File: config.mk
export PLATFORM = sky130hd
export DESIGN_NAME = ipf_top
export DESIGN_NICKNAME = d
export VERILOG_FILES = /design/src/rtl/ipf_pkg.sv /design/src/rtl/ipf_level_decode.sv /design/src/rtl/ipf_regfile.sv /design/src/rtl/ipf_top.sv
export SDC_FILE = /design/constraint.sdc
export NUM_CORES = 1
export LEC_CHECK = 0
export BUFFER_PORTS_ARGS = -buffer_cell sky130_fd_sc_hd__buf_2
export CAP_MARGIN = 20
export CORE_MARGIN = 10
export CORE_UTILIZATION = 40
export CTS_CLUSTER_DIAMETER = 30
export DETAILED_ROUTE_END_ITERATION = 12
export SLEW_MARGIN = 25
export SYNTH_ARGS = -nofsm -noshare
export SYNTH_HDL_FRONTEND = slang
export SYNTH_HIERARCHICAL = 1
export SYNTH_SLANG_ARGS = --single-unit
File: constraint.sdc
create_clock -name core_clk -period 1.55 [get_ports core_clk]
set_clock_uncertainty 0.1 [all_clocks]
set_input_delay 0.31 -clock core_clk [delete_from_list [all_inputs] [get_ports core_clk]]
set_output_delay 0.31 -clock core_clk [all_outputs]
set_load 0.05 [all_outputs]
File: src/rtl/ipf_pkg.sv
package ipf_pkg;

    // Register bus geometry
    localparam int unsigned ADDR_W = 8;
    localparam int unsigned DATA_W = 16;

    // Register offsets (word index on the plain port)
    localparam logic [7:0] SER_TMR_PRIO_OFS = 8'h08;
    localparam logic [7:0] PWM_ADC_PRIO_OFS = 8'h09;

    // Reset values
    localparam logic [15:0] SER_TMR_PRIO_RST = 16'h0000;
    localparam logic [15:0] PWM_ADC_PRIO_RST = 16'h0000;

    // Writable bits of the serial and timer register; 11-10 reserved
    localparam logic [15:0] SER_TMR_WR_MASK = 16'hF3FF;
    localparam logic [15:0] PWM_ADC_WR_MASK = 16'hFFFF;

    // Field positions (low bit of each 2-bit field)
    localparam int unsigned SERIAL0_RX_FULL_POS  = 14;
    localparam int unsigned SERIAL0_RX_ERROR_POS = 12;
    localparam int unsigned SERIAL0_TX_IDLE_POS  = 8;
    localparam int unsigned SERIAL0_TX_EMPTY_POS = 6;
    localparam int unsigned TIMER_A_CH3_POS      = 4;
    localparam int unsigned TIMER_A_CH2_POS      = 2;
    localparam int unsigned TIMER_A_CH1_POS      = 0;
    localparam int unsigned PWM_A_FAULT_POS      = 14;
    localparam int unsigned PWM_B_FAULT_POS      = 12;
    localparam int unsigned PWM_A_RELOAD_POS     = 10;
    localparam int unsigned PWM_B_RELOAD_POS     = 8;
    localparam int unsigned CONV_A_ZERO_POS      = 6;
    localparam int unsigned CONV_B_ZERO_POS      = 4;
    localparam int unsigned CONV_A_COMPLETE_POS  = 2;
    localparam int unsigned CONV_B_COMPLETE_POS  = 0;

    // Source count: 7 serial/timer, 8 pwm/converter
    localparam int unsigned NUM_SRC = 15;

    // Field code and decoded level
    typedef enum logic [1:0] {
        IPF_CODE_OFF = 2'b00,
        IPF_CODE_L0  = 2'b01,
        IPF_CODE_L1  = 2'b10,
        IPF_CODE_L2  = 2'b11
    } ipf_code_e;

    typedef logic [1:0] ipf_level_t;

    // Register bus request
    typedef struct packed {
        logic [ADDR_W-1:0] addr;
        logic [DATA_W-1:0] wdata;
        logic              wr;
        logic              rd;
    } ipf_bus_req_s;

    // Qualified request toward the core
    typedef struct packed {
        logic       req;
        ipf_level_t level;
    } ipf_qreq_s;

endpackage

File: src/rtl/ipf_level_decode.sv
`timescale 1ns/10ps
`default_nettype none
module ipf_level_decode
    import ipf_pkg::*;
(
    // Field and request
    input  wire logic [1:0] code,
    input  wire logic       src_req,
    // Qualified request
    output var ipf_qreq_s   qreq
);
    always_comb begin
        qreq = '0;
        unique case (ipf_code_e'(code))
            IPF_CODE_OFF: qreq.req   = 1'b0;
            IPF_CODE_L0:  qreq.level = 2'd0;
            IPF_CODE_L1:  qreq.level = 2'd1;
            IPF_CODE_L2:  qreq.level = 2'd2;
        endcase
        if (code != IPF_CODE_OFF) begin
            qreq.req = src_req;
        end
    end
endmodule
`default_nettype wire

File: src/rtl/ipf_regfile.sv
`timescale 1ns/10ps
`default_nettype none
module ipf_regfile
    import ipf_pkg::*;
(
    // Clock and reset
    input  wire logic         core_clk,
    input  wire logic         rst,
    // Register bus
    input  wire ipf_bus_req_s bus,
    // Register contents
    output logic [15:0]       ser_tmr_q,
    output logic [15:0]       pwm_adc_q,
    output logic [15:0]       rdata_q
);
    typedef struct packed {
        logic [15:0] ser;
        logic [15:0] pwm;
        logic [15:0] rd;
    } ipf_rf_s;

    ipf_rf_s st_q;
    ipf_rf_s st_d;

    always_comb begin
        st_d    = st_q;
        st_d.rd = 16'h0000;
        if (bus.wr && bus.addr == SER_TMR_PRIO_OFS) begin
            st_d.ser = bus.wdata & SER_TMR_WR_MASK;
        end
        if (bus.wr && bus.addr == PWM_ADC_PRIO_OFS) begin
            st_d.pwm = bus.wdata & PWM_ADC_WR_MASK;
        end
        // Unmapped reads return zero
        if (bus.rd && bus.addr == SER_TMR_PRIO_OFS) begin
            st_d.rd = st_q.ser & SER_TMR_WR_MASK;
        end
        if (bus.rd && bus.addr == PWM_ADC_PRIO_OFS) begin
            st_d.rd = st_q.pwm;
        end
    end

    always_ff @(posedge core_clk) begin
        if (rst) begin
            st_q <= {SER_TMR_PRIO_RST, PWM_ADC_PRIO_RST, 16'h0000};
        end else begin
            st_q <= st_d;
        end
    end

    assign ser_tmr_q = st_q.ser;
    assign pwm_adc_q = st_q.pwm;
    assign rdata_q   = st_q.rd;
endmodule
`default_nettype wire

File: src/rtl/ipf_top.sv
// What this block does
// - Code 00 off, then levels 0,1,2
// - Sources reach only levels 0 to 2
// - Reset clears all fields, sources disabled
// - Serial/timer bits 11-10 read zero
// - Serial 0 fields at 15-14,13-12,9-8,7-6
// - Timer A ch3,ch2,ch1 at 5-4,3-2,1-0
// - PWM faults at 15-14 and 13-12
// - PWM reloads at 11-10 and 9-8
// - Converter zero-cross at 7-6 and 5-4
// - Converter A complete at 3-2
// - Converter B complete at 1-0
`timescale 1ns/10ps
`default_nettype none
module ipf_top
    import ipf_pkg::*;
(
    // Clock and reset
    input  wire logic                core_clk,
    input  wire logic                rst,
    // Register port
    input  wire logic [ADDR_W-1:0]   reg_addr,
    input  wire logic [DATA_W-1:0]   reg_wdata,
    input  wire logic                reg_wr,
    input  wire logic                reg_rd,
    output logic [DATA_W-1:0]        reg_rdata,
    // Raw peripheral requests, same clock domain
    input  wire logic [NUM_SRC-1:0]  src_req,
    // Qualified requests toward the core
    output logic [NUM_SRC-1:0]       irq_req,
    output logic [2*NUM_SRC-1:0]     irq_level
);
    ipf_bus_req_s bus;
    logic [15:0]  ser_tmr;
    logic [15:0]  pwm_adc;
    logic [15:0]  rdata;
    logic [2*NUM_SRC-1:0] codes;
    ipf_qreq_s    qreq [NUM_SRC];

    typedef struct packed {
        logic [NUM_SRC-1:0]   req;
        logic [2*NUM_SRC-1:0] lvl;
    } ipf_out_s;

    ipf_out_s st_q;
    ipf_out_s st_d;

    assign bus = '{addr: reg_addr, wdata: reg_wdata,
                   wr: reg_wr, rd: reg_rd};

    ipf_regfile u_regfile (
        .core_clk  (core_clk),
        .rst       (rst),
        .bus       (bus),
        .ser_tmr_q (ser_tmr),
        .pwm_adc_q (pwm_adc),
        .rdata_q   (rdata)
    );

    // Source order: index 0..6 serial/timer, 7..14 pwm/converter
    always_comb begin
        codes = '0;
        codes[1:0]   = ser_tmr[SERIAL0_RX_FULL_POS +: 2];
        codes[3:2]   = ser_tmr[SERIAL0_RX_ERROR_POS +: 2];
        codes[5:4]   = ser_tmr[SERIAL0_TX_IDLE_POS +: 2];
        codes[7:6]   = ser_tmr[SERIAL0_TX_EMPTY_POS +: 2];
        codes[9:8]   = ser_tmr[TIMER_A_CH3_POS +: 2];
        codes[11:10] = ser_tmr[TIMER_A_CH2_POS +: 2];
        codes[13:12] = ser_tmr[TIMER_A_CH1_POS +: 2];
        codes[15:14] = pwm_adc[PWM_A_FAULT_POS +: 2];
        codes[17:16] = pwm_adc[PWM_B_FAULT_POS +: 2];
        codes[19:18] = pwm_adc[PWM_A_RELOAD_POS +: 2];
        codes[21:20] = pwm_adc[PWM_B_RELOAD_POS +: 2];
        codes[23:22] = pwm_adc[CONV_A_ZERO_POS +: 2];
        codes[25:24] = pwm_adc[CONV_B_ZERO_POS +: 2];
        codes[27:26] = pwm_adc[CONV_A_COMPLETE_POS +: 2];
        codes[29:28] = pwm_adc[CONV_B_COMPLETE_POS +: 2];
    end

    for (genvar i = 0; i < NUM_SRC; i++) begin : g_src
        ipf_level_decode u_dec (
            .code    (codes[2*i +: 2]),
            .src_req (src_req[i]),
            .qreq    (qreq[i])
        );
    end

    // Registered outputs add one cycle of latency to each request
    always_comb begin
        st_d = st_q;
        for (int i = 0; i < NUM_SRC; i++) begin
            st_d.req[i]       = qreq[i].req;
            st_d.lvl[2*i +: 2] = qreq[i].level;
        end
    end

    always_ff @(posedge core_clk) begin
        if (rst) begin
            st_q <= '0;
        end else begin
            st_q <= st_d;
        end
    end

    assign irq_req   = st_q.req;
    assign irq_level = st_q.lvl;
    assign reg_rdata = rdata;
endmodule
`default_nettype wire

==> impl_metrics.py, run 1 <==
metrics = {
    "outcome": {
        "outcome": "complete, no violations",
    },
    "detailed_routing": {
        "ant_nets": 0,
        "routed_wire_length_per_instance_um": 14.50,
        "drtPass1Iterations": 4,
        "vias": 2351,
        "route.detailed.vias_per_inst": 4.427,
        "drt-total-wl_mm": 7.698,
        "detail_route.iter0.violations": 43,
        "drc": 0,
    },
    "floorplan": {
        "fp.dieW_um": 112.6,
        "starting_utilization_of_the_core_area_pct": 41.34,
        "std_cell_rows": 33,
        "die_height_um": 112.6,
        "floorplan.core_area_um2": 8299,
        "floorplan.die_area_um2": 12680,
        "io-pin-count": 104,
    },
    "critical_path": {
        "timing.critical_path.slowest_cell_delay_ps": 320,
        "crit_type": "flop to output port",
        "setup.worst_path.end_class": "output port",
        "worst_path_cell_trace": "buf_2",
        "cp_slowest_cell": "dfxtp_1",
        "crit_path_max_fanout": 1,
        "critPathBufInv": 1,
        "worst-endpoint-arrival_ps": 940,
        "r2r_cells": 2,
        "required_ps": 1140,
        "timing.critical_path.depth": 1,
        "cp-start-kind": "flop",
        "critical-path-top-delay-family": "flip-flops",
    },
    "sta": {
        "max_freq_mhz": 741.6,
        "rsz0062_at_grt": "no",
        "finalSetupViolations": 0,
        "hold_viol_final": 0,
        "timing.slew.headroom_pct": 72.13,
        "setup-tns-final_ps": 0,
        "timing_worst_slew_pin_value_ps": 418.1,
        "count_of_final_max_slew_check_failures": 0,
        "final_period_minus_worst_setup_slack_ps": 1348,
        "final.period_utilization_pct": 86.99,
    },
    "power": {
        "switchingPower_w": 0.0009038,
        "worst_ir_drop_vdd_uv": 492.9,
        "pwr-share-comb_pct": 4.1,
        "clock_power_share_pct": 40.8,
        "netSwitchingFraction_pct": 21.32,
        "power.density_cell_area_nw_per_um2": 973.4,
        "p_leak_nw": 2.212,
        "seq_power_share_pct": 55.2,
        "finalPower_w": 0.004238,
        "internal_power_w": 0.003335,
    },
    "clock_tree": {
        "cts_inserted_buffers": 9,
        "path_clk_slew_ps": 90,
        "cts_htree_levels": 3,
        "cts_hold_bufs": 0,
        "clk_root_buffer_cell": "clkbuf_8",
        "post_cts.repair.setup_buffers": 0,
        "cts_tree": "built",
        "clock_latency_ps": 350,
        "clock-sinks": 91,
        "clockBufferDepth": 2,
        "cts_resized": 0,
    },
    "place": {
        "gpl.final_weighted_congestion": 0.6794,
        "placedInstanceArea_um2": 4138,
        "place.detailed.hpwl_mm": 5.710,
        "numPortBuffers": 103,
    },
    "worst_hold_path": {
        "hold_path_depth": 3,
        "worst_hold_path_type": "input pin to flop",
    },
    "layout": {
        "drive_above_1_share_pct": 38.97,
        "flow.area_growth_from_synthesis_pct": 26.91,
        "fin_nets": 464,
        "filler_instances": 794,
        "num_antenna_cells": 0,
        "footprint_of_the_multi_input_gates_um2": 1534,
        "post-route-util_pct": 52.46,
        "finalInstanceArea_um2": 4354,
        "seq_area_um2": 1822,
    },
    "global_routing": {
        "globalRouteMet1Util_pct": 13.93,
        "grt_use_met3_pct": 6.390,
        "antenna_found_initial": 1,
        "first_global_vias": 2500,
        "grt_pass1_wl_mm": 12.50,
        "track_usage_pct": 12.11,
        "grt.busiest_layer": "met2",
        "grt_start_max_net_pins": 51,
        "grt_use_met2_pct": 19.20,
        "grt_overflow": 0,
    },
    "run": {
        "cap_violations": 0,
    },
    "logic_synthesis": {
        "synthesis.area_um2": 3431,
        "post_synth.cell_area_avg_um2": 11.14,
        "synthesis.nets": 351,
        "synth_warnings": 6,
        "post_synth_inst_count": 308,
    },
}
worst min-delay path, delay by kind of cell:
kind	cells	cell delay (ps)
muxes	1	60
buffers and inverters	1	100
and+or+nand+nor	1	60
layout by cell type, fill, tap and decap left out, types with 2 or more instances in the layout:
master and count:
buf_2 103, dfxtp_1 91, nor2b_1 46, nand2b_1 46, mux2i_1 44, and2_2 16, o21a_1 15, and2b_2 15
nor2_1 14, buf_4 10, clkbuf_8 9, buf_12 3, bufinv_16 2, clkinvlp_4 2, and4_1 2
per-stage QoR:
step           std cells  hold WS, ps  setup slack (ps)
3_3_place_gp         515        404.3             44.74
3_5_place_dp         515        412.3             22.68
4_1_cts              531        102.1             169.4
6_report             531        120.6             201.6
5_1_grt              531        105.5             139.4
2_1_floorplan        308        281.6             69.84
final timing paths:
| path | start | end | slack [ps] |
|---|---|---|---|
| max | u_regfile/rdata_q[15] | reg_rdata[15] | 200 |
| max reg2reg | u_regfile/ser_tmr_q[0] | irq_level[12] | 560 |
| min | reg_wdata[11] | u_regfile/pwm_adc_q[11] | 120 |
| min reg2reg | u_regfile/pwm_adc_q[13] | u_regfile/pwm_adc_q[13] | 420 |
metal layers:
| metal | up-vias | part of all wire [%] | routed length (µm) |
|---|---|---|---|
| met5 | - | 0 | 0 |
| li1 | 1219 | - | - |
| met4 | 0 | 0.58 | 45 |
| met2 | 68 | 46 | 3571 |
| met1 | 1059 | 44 | 3367 |
| met3 | 5 | 9.3 | 713 |
power by group through the flow:
stage,logic [W],registers [W],clock network (W)
final,0.000173,0.00234,0.00173
after global routing,0.000190,0.00234,0.00189
after CTS,0.000175,0.00234,0.00179
after detailed placement,0.000174,0.00239,0
after global placement,0.000173,0.00239,0
after floorplan,0.0000854,0.00239,0
flip-flops by register name, indices dropped and copies added, names as in the netlist:
register             flops
irq_req                 15
u_regfile/ser_tmr_q     14
u_regfile/rdata_q       16
irq_level               30
u_regfile/pwm_adc_q     16
area by class of cell:
type / count / share of cell area [%]
Clock inverter: 6 / 2.040
Timing Repair Buffer: 116 / 14.94
Sequential cell: 91 / 41.84
Multi-Input combinational cell: 203 / 35.23
Tap cell: 105 / 3.017
Clock buffer: 10 / 2.931
Note: power is estimated with default switching activity, not from simulation.
==> run 2: changes to the inputs <==
==> constraint.sdc (replaced) <==
create_clock -name core_clk -period 1.55 [get_ports core_clk]
set_clock_uncertainty 0.1 [all_clocks]
set_input_delay 0.465 -clock core_clk [delete_from_list [all_inputs] [get_ports core_clk]]
set_output_delay 0.465 -clock core_clk [all_outputs]
set_load 0.05 [all_outputs]
==> impl_metrics.py, run 2 (synthesis gave the netlist of run 1 again) <==
metrics = {
    "detailed_routing": {
        "route.detailed.vias_per_inst": 4.402,
        "drc": 0,
        "drtPass1Iterations": 4,
        "ant_nets": 0,
        "routed_wire_length_per_instance_um": 14.18,
        "vias": 2342,
        "drt-total-wl_mm": 7.546,
        "detail_route.iter0.violations": 58,
    },
    "place": {
        "place_inst": 515,
        "place.detailed.hpwl_mm": 5.620,
        "gpl.final_weighted_congestion": 0.6922,
        "numPortBuffers": 103,
    },
    "clock_tree": {
        "clock_latency_ps": 350,
        "clock-sinks": 91,
        "cts_hold_bufs": 0,
        "cts_tree": "built",
        "clockBufferDepth": 2,
        "cts_htree_levels": 3,
        "path_clk_slew_ps": 90,
        "clk_root_buffer_cell": "clkbuf_8",
        "cts_inserted_buffers": 9,
    },
    "sta": {
        "timing.slew.headroom_pct": 78.17,
        "finalSetupViolations": 0,
        "max_freq_mhz": 665.1,
        "final.period_utilization_pct": 97.00,
        "rsz0062_at_grt": "no",
        "hold_viol_final": 0,
        "final_period_minus_worst_setup_slack_ps": 1504,
        "count_of_final_max_slew_check_failures": 0,
        "timing_worst_slew_pin_value_ps": 327.4,
    },
    "power": {
        "p_leak_nw": 2.203,
        "power.density_cell_area_nw_per_um2": 976.8,
        "worst_ir_drop_vdd_uv": 352.7,
        "finalPower_w": 0.004268,
    },
    "outcome": {
        "outcome": "complete, no violations",
    },
    "critical_path": {
        "crit_path_max_fanout": 1,
        "cp-start-kind": "flop",
        "r2r_cells": 2,
        "required_ps": 980,
        "timing.critical_path.depth": 1,
        "crit-reg2reg-capture": "irq_level[26]",
        "timing.critical_path.slowest_cell_delay_ps": 330,
        "regToRegStartpoint": "u_regfile/pwm_adc_q[2]",
        "crit_type": "flop to output port",
        "worst_path_cell_trace": "buf_2",
        "cp_slowest_cell": "dfxtp_1",
        "critPathBufInv": 1,
        "worst-endpoint-arrival_ps": 940,
        "critical-path-top-delay-family": "flip-flops",
        "setup.worst_path.end_class": "output port",
        "ff2ff_setup_slack_ps": 570,
    },
    "layout": {
        "flow.area_growth_from_synthesis_pct": 27.35,
        "fin_cells": 532,
        "fin_nets": 464,
        "drive_above_1_share_pct": 39.20,
        "mostFrequentLayoutCell": "buf_2",
        "largest_register_ff_count": 30,
        "post-route-util_pct": 52.65,
        "most-common-layout-cells": "buf_2 (101), dfxtp_1 (91), nor2b_1 (46), nand2b_1 (46), mux2i_1 (44)",
    },
    "global_routing": {
        "antenna_found_initial": 1,
        "grt_pass1_wl_mm": 12.29,
        "grt_start_max_net_pins": 87,
        "track_usage_pct": 11.90,
        "first_global_vias": 2430,
        "grt_overflow": 0,
    },
    "floorplan": {
        "floorplan.core_area_um2": 8299,
        "io-pin-count": 104,
        "starting_utilization_of_the_core_area_pct": 41.34,
        "floorplan.die_area_um2": 12680,
        "die_height_um": 112.6,
        "fp.dieW_um": 112.6,
        "std_cell_rows": 33,
    },
    "worst_hold_path": {
        "hold_path_depth": 3,
        "worst_hold_path_type": "input pin to flop",
        "timing.hold.worst.start": "reg_wdata[11]",
        "worstHoldEndpoint": "u_regfile/pwm_adc_q[11]",
    },
    "run": {
        "cap_violations": 0,
    },
}
run 2: how the worst max path moves through the flow:
| stage | start | end | slack (ps) |
|---|---|---|---|
| after floorplan | reg_addr[7] | u_regfile/pwm_adc_q[0] | -80 |
| after global placement | reg_addr[7] | u_regfile/pwm_adc_q[5] | -110 |
| after detailed placement | reg_addr[7] | u_regfile/pwm_adc_q[3] | -130 |
| after CTS | irq_level[0] | irq_level[0] | 20 |
| after global routing | u_regfile/rdata_q[12] | reg_rdata[12] | 3 |
| final | irq_level[0] | irq_level[0] | 50 |
run 2: final cells by class:
class	instances	area, µm²
timing repair buffer	116	655.6
fill	769	3930
multi-input combinational	203	1534
tap	105	131.4
antenna	1	2.502
sequential	91	1822
clock buffer	9	123.9
clock inverter	7	100.1
run 2: stage by stage:
| stage | hold WS [ps] | instance area [µm²] | setup slack [ps] | setup TNS [ps] |
|---|---|---|---|---|
| 6_report | 271.8 | 4369 | 46.45 | 0 |
| 5_1_grt | 294.4 | 4367 | 2.717 | 0 |
| 4_1_cts | 261.0 | 4362 | 15.45 | 0 |
| 3_5_place_dp | 411.4 | 4138 | -132.6 | -3573 |
| 3_3_place_gp | 401.1 | 4138 | -109.8 | -3244 |
| 2_1_floorplan | 378.1 | 3432 | -82.47 | -1335 |
run 2: where the power goes:
part / total, W / internal [W] / switching [W]
combinational: 0.000175 / 0.0000881 / 0.0000870
clock: 0.00175 / 0.000919 / 0.000836
sequential: 0.00234 / 0.00234 / 0.00000125
run 2: layer usage:
metal | share of wire, % | vias to the layer above | routed length (µm) | GRT usage (%)
met5 | 0 | - | 0 | 0
met4 | 1.8 | 0 | 133 | 5.330
li1 | - | 1225 | - | -
met3 | 9.0 | 12 | 677 | 5.272
met1 | 44 | 1037 | 3292 | 14.19
met2 | 46 | 68 | 3443 | 18.05
run 2: repair_timing:
item,in CTS,in global routing
setup buffers,0,0
resized for setup,0,2
endpoints found under the setup margin,0,2
==> run 3: changes to the inputs <==
--- a/config.mk
+++ b/config.mk
@@ -5,12 +5,14 @@
 export SDC_FILE = /design/constraint.sdc
 export NUM_CORES = 1
 export LEC_CHECK = 0
+export ABC_CLOCK_PERIOD_IN_PS = 1550
 export BUFFER_PORTS_ARGS = -buffer_cell sky130_fd_sc_hd__buf_2
 export CAP_MARGIN = 20
 export CORE_MARGIN = 10
 export CORE_UTILIZATION = 40
 export CTS_CLUSTER_DIAMETER = 30
 export DETAILED_ROUTE_END_ITERATION = 12
+export GPL_TIMING_DRIVEN = 0
 export SLEW_MARGIN = 25
 export SYNTH_ARGS = -nofsm -noshare
 export SYNTH_HDL_FRONTEND = slang
==> impl_metrics.py, run 3 (synthesis gave the netlist of run 1 again) <==
metrics = {
    "layout": {
        "drive_above_1_share_pct": 39.58,
        "flow.area_growth_from_synthesis_pct": 28.05,
        "fin_cells": 532,
        "mostFrequentLayoutCell": "buf_2",
        "num_antenna_cells": 0,
        "fin_nets": 465,
        "most-common-layout-cells": "buf_2 (107), dfxtp_1 (91), nor2b_1 (46), nand2b_1 (46), mux2i_1 (43)",
        "largest_register_ff_count": 30,
        "post-route-util_pct": 52.93,
    },
    "detailed_routing": {
        "drc": 0,
        "drt-total-wl_mm": 8.233,
        "routed_wire_length_per_instance_um": 15.48,
        "vias": 2360,
        "drtPass1Iterations": 4,
        "detail_route.iter0.violations": 53,
        "route.detailed.vias_per_inst": 4.436,
        "ant_nets": 0,
    },
    "global_routing": {
        "grt_overflow": 0,
        "first_global_vias": 2486,
        "track_usage_pct": 12.93,
        "grt_start_max_net_pins": 16,
        "grt_pass1_wl_mm": 13.05,
        "antenna_found_initial": 1,
    },
    "floorplan": {
        "die_height_um": 112.6,
        "io-pin-count": 104,
        "starting_utilization_of_the_core_area_pct": 41.34,
        "floorplan.core_area_um2": 8299,
        "floorplan.die_area_um2": 12680,
        "fp.dieW_um": 112.6,
        "std_cell_rows": 33,
    },
    "sta": {
        "final.period_utilization_pct": 97.70,
        "rsz0062_at_grt": "no",
        "layout_setup_ws_ps": 35.63,
        "setup-tns-final_ps": 0,
        "hold_viol_final": 0,
        "finalSetupViolations": 0,
        "timing_worst_slew_pin_value_ps": 356.6,
        "count_of_final_max_slew_check_failures": 0,
        "final_period_minus_worst_setup_slack_ps": 1514,
        "timing.hold.ws_ps": 260.3,
        "max_freq_mhz": 660.3,
        "timing.slew.headroom_pct": 76.15,
    },
    "critical_path": {
        "cp_slowest_cell": "dfxtp_1",
        "timing.critical_path.depth": 1,
        "r2r_cells": 2,
        "timing.critical_path.slowest_cell_delay_ps": 340,
        "critPathLaunch": "u_regfile/rdata_q[15]",
        "crit_type": "flop to output port",
        "worst_path_cell_trace": "buf_2",
        "critPathBufInv": 1,
        "critical-path-top-delay-family": "flip-flops",
        "crit_path_max_fanout": 1,
        "regToRegStartpoint": "u_regfile/ser_tmr_q[4]",
        "setup.worst_path.end_class": "output port",
        "worst-endpoint-arrival_ps": 950,
        "crit-reg2reg-capture": "irq_level[8]",
        "required_ps": 980,
        "cp-start-kind": "flop",
        "ff2ff_setup_slack_ps": 580,
    },
    "power": {
        "power.density_cell_area_nw_per_um2": 1052,
        "p_leak_nw": 2.207,
        "worst_ir_drop_vdd_uv": 610.5,
    },
    "clock_tree": {
        "cts_htree_levels": 3,
        "clk_root_buffer_cell": "clkbuf_8",
        "clockBufferDepth": 2,
        "clock-sinks": 91,
        "cts_tree": "built",
        "clock_latency_ps": 350,
        "cts_inserted_buffers": 9,
        "path_clk_slew_ps": 90,
    },
    "place": {
        "gpl.final_weighted_congestion": 0.7539,
        "pre_cts_slack_ps": -487.2,
        "place_inst": 515,
        "numPortBuffers": 102,
        "place.detailed.hpwl_mm": 6.135,
    },
    "worst_hold_path": {
        "hold_path_depth": 3,
        "worst_hold_path_type": "input pin to flop",
        "worstHoldEndpoint": "u_regfile/pwm_adc_q[11]",
        "timing.hold.worst.start": "reg_wdata[11]",
    },
    "run": {
        "cap_violations": 0,
    },
    "outcome": {
        "outcome": "complete, no violations",
    },
}
run 3: cell types whose count changed in the layout (fill, tap and decap cells not counted), sizes merged:
cell	before	now
buf	114	111
bufinv	2	4
clkbuf	11	16
clkinv	4	1
clkinvlp	0	1
diode	1	0
inv	1	0
run 3: timing repair:
action,in CTS,in global routing
pin swaps,1,2
buffers inserted,1,0
endpoints found under the setup margin,28,34
resized for setup,2,12
hold buffers,0,0
run 3: worst max path at each step:
stage and endpoint:
6_report reg_rdata[15], 5_1_grt irq_level[0], 4_1_cts u_regfile/rdata_q[8], 3_5_place_dp u_regfile/rdata_q[8], 3_3_place_gp u_regfile/rdata_q[8], 2_1_floorplan u_regfile/pwm_adc_q[0]
run 3: cell type report:
cell class	instances	area [µm²]
fillers	788	3906
clock buffers	10	137.6
clock inverters	6	136.4
plain buffers	14	90.09
well taps	105	131.4
flip-flops and latches	91	1822
repair buffers	103	526.8
multi-input cells	203	1549
run 3: per-layer routing:
layer	track usage, %	routed length [µm]	up-vias
li1	-	-	1226
met1	14.92	3518	1060
met2	20.78	3873	65
met3	5.538	742	9
met4	4.822	98	0
met5	0	0	-
run 3: tightest hold or removal path: cells and delay by family:
family / cells / cell delay (ps)
buffers and inverters: 1 / 100
multiplexers: 1 / 50
AND/OR/NAND/NOR: 1 / 50
run 3: per-stage QoR:
step	instance area, µm²	total power [W]
after floorplan	3432	0.002480
after global placement	4074	0.002578
after detailed placement	4074	0.002579
after CTS	4362	0.004679
after global routing	4393	0.004760
final	4393	0.004621
run 3: power breakdown:
group	internal [W]	switching, W	total [W]
registers	0.00234	0.00000124	0.00234
logic	0.0000870	0.000102	0.000189
clock network	0.00128	0.000814	0.00209
